<file path="src/rtl/dtc_sync.sv">
/*
 * Constants for the drive terminal command block, and a two-flop
 * synchroniser for its terminal inputs.
 * Assumes terminal pins are asynchronous to clk_in and that the
 * terminal assignment codes are static while the drive runs.
 */
package dtc_pkg;
  localparam int          NUM_TERM  = 5;
  localparam int          CODE_W    = 11;
  localparam int          NUM_FN    = 8;
  localparam int          SYNC_W    = NUM_TERM + 3;
  // function indices into the decode arrays
  localparam int          FI_RAMP   = 0;
  localparam int          FI_HOLD   = 1;
  localparam int          FI_RST    = 2;
  localparam int          FI_TRIP   = 3;
  localparam int          FI_FSRC   = 4;
  localparam int          FI_DCB    = 5;
  localparam int          FI_MAINS_HANDOVER_LOW   = 6;
  localparam int          FI_MAINS_HANDOVER_HIGH   = 7;
  localparam logic [10:0] FN_RAMP   = 11'h004;
  localparam logic [10:0] FN_HOLD   = 11'h006;
  localparam logic [10:0] FN_RST    = 11'h008;
  localparam logic [10:0] FN_TRIP   = 11'h009;
  localparam logic [10:0] FN_FSRC   = 11'h00B;
  localparam logic [10:0] FN_DCB    = 11'h00D;
  localparam logic [10:0] FN_MAINS_HANDOVER_LOW   = 11'h00F;
  localparam logic [10:0] FN_MAINS_HANDOVER_HIGH   = 11'h010;
  localparam logic [10:0] NEG_OFS   = 11'h3E8;
  localparam logic [7:0]  ALARM_EXT_TRIP = 8'h02;
  localparam logic [7:0]  ALARM_NONE     = 8'h00;
  localparam logic [7:0]  MAINS_LOW_HZ   = 8'h32;
  localparam logic [7:0]  MAINS_HIGH_HZ  = 8'h3C;
  localparam logic [7:0]  FREQ_NONE      = 8'h00;
  localparam int          CLK_HZ         = 25000000;
  localparam int          RST_MIN_MS     = 10;
  localparam int          RST_MIN_CYC    = (CLK_HZ / 1000) * RST_MIN_MS;
  localparam int          RST_CNT_W      = 18;
endpackage

`timescale 1ns/10ps
module dtc_sync (
  input  wire logic                      clk_in,
  input  wire logic                      resetn_in,
  input  wire logic [dtc_pkg::SYNC_W-1:0] d_in,
  output logic      [dtc_pkg::SYNC_W-1:0] q_out
);
  logic [dtc_pkg::SYNC_W-1:0] meta_r;
  logic [dtc_pkg::SYNC_W-1:0] q_r;

  // first stage feeds only the second stage
  always_ff @(posedge clk_in or negedge resetn_in) begin
    if (!resetn_in) begin
      meta_r <= '0;
      q_r    <= '0;
    end else begin
      meta_r <= d_in;
      q_r    <= meta_r;
    end
  end

  assign q_out = q_r;
endmodule

</file>
<file path="src/rtl/dtc_top.sv">
/*
 * Digital terminal command decoder of a motor drive: ramp and source
 * select, two/three-wire run, coast stop, external trip with alarm
 * reset, dc brake hold and mains-to-drive handover start.
 * Assumes one 25 MHz clock, asynchronous pins, static assignment codes.
 */
`timescale 1ns/10ps
module dtc_top #(
  parameter int RST_MIN_CYC = dtc_pkg::RST_MIN_CYC
) (
  input  wire logic                                  clk_in,
  input  wire logic                                  resetn_in,
  input  wire logic [dtc_pkg::NUM_TERM-1:0]          term_in,
  input  wire logic [dtc_pkg::NUM_TERM*dtc_pkg::CODE_W-1:0] term_func_in,
  input  wire logic                                  run_forward_in,
  input  wire logic                                  run_reverse_in,
  input  wire logic                                  coast_stop_in,
  output logic                                       ramp_time_set2_out,
  output logic                                       freq_source2_out,
  output logic                                       run_out,
  output logic                                       run_reverse_dir_out,
  output logic                                       output_enable_out,
  output logic                                       dc_brake_active_out,
  output logic                                       mains_start_out,
  output logic      [7:0]                            mains_freq_hz_out,
  output logic                                       alarm_relay_output_out,
  output logic                                       alarm_display_out,
  output logic      [7:0]                            alarm_code_out
);
  localparam logic [10:0] FN_CODES [dtc_pkg::NUM_FN] = '{
    dtc_pkg::FN_RAMP, dtc_pkg::FN_HOLD, dtc_pkg::FN_RST, dtc_pkg::FN_TRIP,
    dtc_pkg::FN_FSRC, dtc_pkg::FN_DCB, dtc_pkg::FN_MAINS_HANDOVER_LOW, dtc_pkg::FN_MAINS_HANDOVER_HIGH};
  localparam logic [dtc_pkg::RST_CNT_W-1:0] RST_LIM =
    dtc_pkg::RST_CNT_W'(RST_MIN_CYC);

  logic [dtc_pkg::SYNC_W-1:0]     sync_q;
  logic [dtc_pkg::NUM_TERM-1:0]   term_q;
  logic                           fwd_q;
  logic                           rev_q;
  logic                           coast_q;
  logic [dtc_pkg::NUM_FN-1:0]     asg;
  logic [dtc_pkg::NUM_FN-1:0]     act;
  logic [dtc_pkg::NUM_TERM-1:0]   fn_asg [dtc_pkg::NUM_FN];
  logic [dtc_pkg::NUM_TERM-1:0]   fn_act [dtc_pkg::NUM_FN];
  logic                           trip_on;
  logic                           hold_on;
  logic                           fwd_rise;
  logic                           rev_rise;
  logic                           run_cmd;
  logic                           run_dir;
  logic                           rst_fall;
  logic                           rst_rise;
  logic                           blocked;

  logic                           fwd_prev_r, fwd_prev_nxt;
  logic                           rev_prev_r, rev_prev_nxt;
  logic                           hold_valid_r, hold_valid_nxt;
  logic                           hold_rev_r, hold_rev_nxt;
  logic [dtc_pkg::RST_CNT_W-1:0]  rst_cnt_r, rst_cnt_nxt;
  logic                           rst_qual_r, rst_qual_nxt;
  logic                           alarm_hold_r, alarm_hold_nxt;
  logic                           relay_r, relay_nxt;
  logic                           run_prev_r, run_prev_nxt;
  logic                           mains_r, mains_nxt;
  logic                           mains_high_r, mains_high_nxt;
  logic                           ramp_r, ramp_nxt;
  logic                           fsrc_r, fsrc_nxt;
  logic                           run_r, run_nxt;
  logic                           dir_r, dir_nxt;
  logic                           oe_r, oe_nxt;
  logic                           dcb_r, dcb_nxt;
  logic [7:0]                     mhz_r, mhz_nxt;
  logic [7:0]                     acode_r, acode_nxt;

  dtc_sync u_sync (
    .clk_in    (clk_in),
    .resetn_in (resetn_in),
    .d_in      ({coast_stop_in, run_reverse_in, run_forward_in, term_in}),
    .q_out     (sync_q)
  );

  assign term_q  = sync_q[dtc_pkg::NUM_TERM-1:0];
  assign fwd_q   = sync_q[dtc_pkg::NUM_TERM];
  assign rev_q   = sync_q[dtc_pkg::NUM_TERM+1];
  assign coast_q = sync_q[dtc_pkg::NUM_TERM+2];

  // codes of 1000 and up are the active-off form of the same command
  for (genvar i = 0; i < dtc_pkg::NUM_TERM; i++) begin : g_term
    logic [10:0] code;
    logic        neg;
    logic [10:0] base;
    assign code = term_func_in[i*dtc_pkg::CODE_W +: dtc_pkg::CODE_W];
    assign neg  = (code >= dtc_pkg::NEG_OFS);
    assign base = neg ? code - dtc_pkg::NEG_OFS : code;
    for (genvar f = 0; f < dtc_pkg::NUM_FN; f++) begin : g_fn
      assign fn_asg[f][i] = (base == FN_CODES[f]);
      assign fn_act[f][i] = (base == FN_CODES[f]) & (term_q[i] ^ neg);
    end
  end

  for (genvar f = 0; f < dtc_pkg::NUM_FN; f++) begin : g_red
    assign asg[f] = |fn_asg[f];
    assign act[f] = |fn_act[f];
  end

  // enable-trip command: code 9 trips on an open input, 1009 on closed
  assign trip_on  = asg[dtc_pkg::FI_TRIP] & ~act[dtc_pkg::FI_TRIP];
  assign hold_on  = act[dtc_pkg::FI_HOLD];
  assign fwd_rise = fwd_q & ~fwd_prev_r;
  assign rev_rise = rev_q & ~rev_prev_r;
  // a reset shorter than the minimum is treated as noise
  assign rst_rise = rst_qual_nxt & ~rst_qual_r;
  assign rst_fall = rst_qual_r & ~rst_qual_nxt;
  assign blocked  = coast_q | alarm_hold_r | trip_on;

  always_comb begin
    fwd_prev_nxt   = fwd_q;
    rev_prev_nxt   = rev_q;
    hold_valid_nxt = hold_valid_r;
    hold_rev_nxt   = hold_rev_r;
    if (!hold_on) begin
      hold_valid_nxt = 1'b0;
    end else if (!hold_valid_r && (fwd_rise || rev_rise)) begin
      hold_valid_nxt = 1'b1;
      hold_rev_nxt   = rev_rise & ~fwd_rise;
    end
    // both levels on at once means stop in two-wire mode
    if (asg[dtc_pkg::FI_HOLD] && hold_valid_r) begin
      run_cmd = 1'b1;
      run_dir = hold_rev_r;
    end else begin
      run_cmd = fwd_q ^ rev_q;
      run_dir = rev_q;
    end
  end

  always_comb begin
    rst_cnt_nxt  = rst_cnt_r;
    rst_qual_nxt = 1'b0;
    if (act[dtc_pkg::FI_RST]) begin
      if (rst_cnt_r != RST_LIM) begin
        rst_cnt_nxt = rst_cnt_r + 1'b1;
      end
      rst_qual_nxt = (rst_cnt_r == RST_LIM);
    end else begin
      rst_cnt_nxt = '0;
    end
    // a new trip wins over a reset edge in the same cycle
    relay_nxt      = relay_r;
    alarm_hold_nxt = alarm_hold_r;
    if (rst_rise) begin
      relay_nxt = 1'b0;
    end
    if (rst_fall) begin
      alarm_hold_nxt = 1'b0;
    end
    if (trip_on) begin
      relay_nxt      = 1'b1;
      alarm_hold_nxt = 1'b1;
    end
    // code is registered beside the hold flag so both change together
    acode_nxt = alarm_hold_nxt ? dtc_pkg::ALARM_EXT_TRIP :
                dtc_pkg::ALARM_NONE;
  end

  always_comb begin
    run_prev_nxt   = run_cmd;
    mains_nxt      = mains_r;
    mains_high_nxt = mains_high_r;
    if (!run_cmd || blocked) begin
      mains_nxt = 1'b0;
    end else if (!run_prev_r) begin
      mains_nxt      = act[dtc_pkg::FI_MAINS_HANDOVER_LOW] | act[dtc_pkg::FI_MAINS_HANDOVER_HIGH];
      mains_high_nxt = act[dtc_pkg::FI_MAINS_HANDOVER_HIGH];
    end
    ramp_nxt = asg[dtc_pkg::FI_RAMP] & act[dtc_pkg::FI_RAMP];
    fsrc_nxt = asg[dtc_pkg::FI_FSRC] & act[dtc_pkg::FI_FSRC];
    run_nxt  = run_cmd;
    dir_nxt  = run_dir;
    // coast drops the output with no alarm of its own
    oe_nxt   = run_cmd & ~blocked;
    // braking holds whether running or stopped
    dcb_nxt  = act[dtc_pkg::FI_DCB];
    mhz_nxt  = !mains_nxt ? dtc_pkg::FREQ_NONE :
               mains_high_nxt ? dtc_pkg::MAINS_HIGH_HZ :
               dtc_pkg::MAINS_LOW_HZ;
  end

  // all latched run and trip state returns to idle on reset
  always_ff @(posedge clk_in or negedge resetn_in) begin
    if (!resetn_in) begin
      fwd_prev_r   <= 1'b0;
      rev_prev_r   <= 1'b0;
      hold_valid_r <= 1'b0;
      hold_rev_r   <= 1'b0;
      rst_cnt_r    <= '0;
      rst_qual_r   <= 1'b0;
      alarm_hold_r <= 1'b0;
      relay_r      <= 1'b0;
      run_prev_r   <= 1'b0;
      mains_r      <= 1'b0;
      mains_high_r <= 1'b0;
      ramp_r       <= 1'b0;
      fsrc_r       <= 1'b0;
      run_r        <= 1'b0;
      dir_r        <= 1'b0;
      oe_r         <= 1'b0;
      dcb_r        <= 1'b0;
      mhz_r        <= dtc_pkg::FREQ_NONE;
      acode_r      <= dtc_pkg::ALARM_NONE;
    end else begin
      fwd_prev_r   <= fwd_prev_nxt;
      rev_prev_r   <= rev_prev_nxt;
      hold_valid_r <= hold_valid_nxt;
      hold_rev_r   <= hold_rev_nxt;
      rst_cnt_r    <= rst_cnt_nxt;
      rst_qual_r   <= rst_qual_nxt;
      alarm_hold_r <= alarm_hold_nxt;
      relay_r      <= relay_nxt;
      run_prev_r   <= run_prev_nxt;
      mains_r      <= mains_nxt;
      mains_high_r <= mains_high_nxt;
      ramp_r       <= ramp_nxt;
      fsrc_r       <= fsrc_nxt;
      run_r        <= run_nxt;
      dir_r        <= dir_nxt;
      oe_r         <= oe_nxt;
      dcb_r        <= dcb_nxt;
      mhz_r        <= mhz_nxt;
      acode_r      <= acode_nxt;
    end
  end

  assign ramp_time_set2_out     = ramp_r;
  assign freq_source2_out       = fsrc_r;
  assign run_out                = run_r;
  assign run_reverse_dir_out    = dir_r;
  assign output_enable_out      = oe_r;
  assign dc_brake_active_out    = dcb_r;
  assign mains_start_out        = mains_r;
  assign mains_freq_hz_out      = mhz_r;
  assign alarm_relay_output_out = relay_r;
  assign alarm_display_out      = alarm_hold_r;
  assign alarm_code_out         = acode_r;
endmodule

</file>
<file path="config.mk">
export PLATFORM = sky130hd
export DESIGN_NAME = dtc_top
export DESIGN_NICKNAME = d
export VERILOG_FILES = /design/src/rtl/dtc_sync.sv /design/src/rtl/dtc_top.sv
export SDC_FILE = /design/constraint.sdc
export NUM_CORES = 1
export LEC_CHECK = 0
export BUFFER_PORTS_ARGS = -buffer_cell sky130_fd_sc_hd__buf_2
export CORE_MARGIN = 3
export CORE_UTILIZATION = 43
export CTS_CLUSTER_DIAMETER = 200
export CTS_CLUSTER_SIZE = 25
export DETAILED_ROUTE_END_ITERATION = 10
export PLACE_DENSITY = 0.64
export SYNTH_ARGS = -nofsm -noshare
export SYNTH_HDL_FRONTEND = slang
export SYNTH_SLANG_ARGS = --single-unit
</file>
<file path="constraint.sdc">
create_clock -name clk_in -period 2.8 [get_ports clk_in]
set_input_delay 0.42 -clock clk_in [delete_from_list [all_inputs] [get_ports clk_in]]
set_output_delay 0.42 -clock clk_in [all_outputs]
set_load 0.05 [all_outputs]
</file>
==> results.sh <==
export IMPL_io_buffers=79
export IMPL_worstPathRequired_ns=3.01
export IMPL_final_layout_size_suffix_gt1_share_pct=42.5
export IMPL_synth_flop_cell="dfrtp_1"
export IMPL_grt_pass1_wl_um=21200
export IMPL_clock_sinks=51
export IMPL_period_share_pct=97.8
export IMPL_yosysWarnings=0
export IMPL_die_y_um=106
export IMPL_row_count=36
export IMPL_grt_max_degree=25
export IMPL_critical_path_startpoint_type="input pin"
export IMPL_via_per_inst=5.67
export IMPL_cts_buffer_depth=2
export IMPL_grt_pass1_vias=4584
export IMPL_wire_per_inst_um=15.6
export IMPL_worstMarginPinSlew_ns=0.533
export IMPL_critPathKind="in2reg"
export IMPL_remaining_drc_errors=0
export IMPL_drv_slew=0
export IMPL_hold_viol=0
export IMPL_hold_buffers=0
export IMPL_ys_seq_elements=51
export IMPL_setup_tns_ns=0
export IMPL_syn2layout_area_growth_pct=44.6
export IMPL_min_period_ns=2.74
export IMPL_clock_skew_ns=0.00856
export IMPL_drt_iter0_drc=327
export IMPL_clk_pin_slew_ns=0.09
export IMPL_min_path_type="in2async"
export IMPL_peakVddDrop_v=0.000477
export IMPL_fin_nets=805
export IMPL_cap_violations=0
export IMPL_fillers=844
export IMPL_outcome="finished, final reports clean"
export IMPL_setup_violations=0
export IMPL_synth_async_reset_ratio_pct=100
export IMPL_crit_fanout=4
export IMPL_overflow=0
export IMPL_dr_total_vias=4919
export IMPL_postLayoutCellArea_um2=6270
export IMPL_coreArea_um2=9770
export IMPL_insertion_delay_ns=0.30
export IMPL_regArea_um2=1280
export IMPL_synthesis_area_um2=4330
export IMPL_max_freq_mhz=365
export IMPL_setup_slack_ns=0.0622
export IMPL_power_per_cell_area_nw_per_um2=308
export IMPL_multi_input_area_um2=3070
export IMPL_syn_area_per_cell_um2=8.33
export IMPL_synth_cell_types=88
export IMPL_globalplace_congestion=0.963
export IMPL_drt_pass1_iterations=5
export IMPL_grt_antenna_before_repair=0
export IMPL_dieArea_um2=11300
export IMPL_yosysSeqAreaShare_pct=29.5
export IMPL_antenna_cells=0
export IMPL_p_leak_nw=2.77
export IMPL_wl_um=13600
export IMPL_endpoint_kind="flop"
export IMPL_synthCells=520
export IMPL_cts_tree="built"
export IMPL_synth_edf_count=0
export IMPL_htree_levels=2
export IMPL_max_slew_margin_pct=64.5
export IMPL_final_antenna_net_count=0
export IMPL_placed_cell_area_um2=5900
export IMPL_clk_root_buffer_cell="clkbuf_8"
export IMPL_rsz0062_at_grt="true"
export IMPL_cts_buffers=5
export IMPL_track_usage_pct=22.5
export IMPL_start_util_pct=44.3
export IMPL_hpwl_um=10500
export IMPL_design_portCount=90
export IMPL_pre_cts_ws_ns=-0.304
export IMPL_worstPathArrival_ns=2.95
export IMPL_die_w_um=106
[cells in the mapped netlist (all sizes together), types with 4 or more instances]
library cell,count,share of area (%)
a41oi,4,0.81
dfrtp,51,29
or3b,5,1.1
nor2b,7,1.0
ha,7,2.0
nor2,48,4.2
o211ai,4,0.69
inv,30,2.6
nor4,10,1.8
a31oi,15,2.2
nor3,28,3.2
nand4,8,1.2
and3,15,2.2
xor2,13,2.6
a211o,5,1.0
buf,22,3.6
o31a,4,0.81
or3,10,1.7
a211oi,9,1.6
o31ai,7,1.3
nor4b,9,1.8
a21oi,15,1.8
or2,8,1.2
o311ai,6,1.2
nand3,25,3.0
nand2,29,2.5
nand2b,8,1.2
o41ai,5,1.0
o2111ai,5,1.0
nor3b,5,0.87
o21ai,16,1.8
o221ai,4,0.81
xnor2,9,1.8
clkbuf,8,0.69
[cell type report]
| class | instances | share of cell area, % |
|---|---|---|
| clock buffer | 5 | 1.10 |
| clock inverter | 3 | 0.319 |
| inverter | 30 | 1.92 |
| multi-input combinational | 418 | 49.0 |
| sequential | 51 | 20.4 |
| tap | 133 | 2.66 |
| timing repair buffer | 227 | 24.6 |
[routing by layer]
layer	up-vias	share of wire (%)	global-route usage, %
met5	-	0	0
met3	13	4.4	2.25
li1	2399	-	-
met1	2368	44	30.4
met2	139	50	38.7
met4	0	1.2	5.27
[final timing paths]
| check | start | endpoint | slack, ns | depth (start not counted) |
|---|---|---|---|---|
| setup / recovery | term_func_in[12] | mains_freq_hz_out[3] | 0.06 | 11 |
| hold / removal | resetn_in | u_sync.q_out[0] | 0.08 | 1 |
| setup reg to reg | u_sync.q_out[4] | mains_freq_hz_out[3] | 0.58 | 11 |
| hold reg to reg | u_sync.meta_r[6] | u_sync.q_out[6] | 0.35 | 0 |
| max in group asynchronous | resetn_in | hold_rev_r | 2.08 | 2 |
| min in group clk_in | term_in[0] | u_sync.meta_r[0] | 0.22 | 1 |
[worst max-delay path, cell delays in order]
cell,delay (ns)
buf_2,0.11
or3_4,0.42
nor4_4,0.28
a2bb2oi_2,0.20
nand3_2,0.12
or3_4,0.36
o2bb2a_4,0.22
a2111o_1,0.48
nand3_2,0.14
a211oi_1,0.06
buf_4,0.14
[cell families after synthesis]
kind of cell / count (synthesis) / share of synthesized area (%)
multiplexers: 5 / 1.21
other: 1 / 0.0865
AO/OA/AOI/OAI: 134 / 23.7
XOR/XNOR: 22 / 4.45
AND/OR/NAND/NOR: 240 / 32.2
adder cells (fa/ha/maj): 7 / 2.02
flip-flops: 51 / 29.5
buffers and inverters: 60 / 6.84
[registers in the layout, summed over array words and instances, names as in the netlist, 3 cells and up]
| signal | cells |
|---|---|
| rst_cnt_r | 18 |
| u_sync.meta_r | 8 |
| u_sync.q_out | 8 |
| mains_freq_hz_out | 3 |
[per-stage QoR]
step / std cells / power (W) / hold slack (ns) / util (%)
floorplan: 529 / 0.00117 / 0.124 / -
global placement: 855 / 0.00147 / 0.332 / 60.3
detailed placement: 855 / 0.00148 / 0.335 / 60.3
CTS: 864 / 0.00190 / 0.0929 / 61.4
global route: 867 / 0.00203 / 0.112 / 64.1
finish: 867 / 0.00193 / 0.0827 / 64.1
[placed cells by master, fill, tap and decap left out, types with 5 or more instances in the layout]
cell,count
buf_4,148
buf_2,75
dfrtp_1,51
nor2_1,47
nand2_1,29
nor3_1,26
inv_1,24
nand3_1,23
and3_1,15
xor2_1,13
a31oi_1,12
o21ai_0,11
a21oi_1,11
conb_1,10
xnor2_1,9
nand4_1,8
nor4b_1,7
a211oi_1,7
nor2b_1,7
or2_2,7
nand2b_1,6
nor4_1,6
or3_1,6
o2111ai_1,5
a211o_1,5
clkbuf_8,5
[what timing repair did]
item                       CTS  global route
setup endpoints to repair    1            26
resized for setup            1            57
buffers inserted             1             3
pin swaps                    1            12
[report_power, final]
group,switching [W],internal (W)
registers,0.0000299,0.000768
logic,0.000406,0.000315
clock network,0.000237,0.000174
Note: power is estimated with default switching activity, not from simulation.
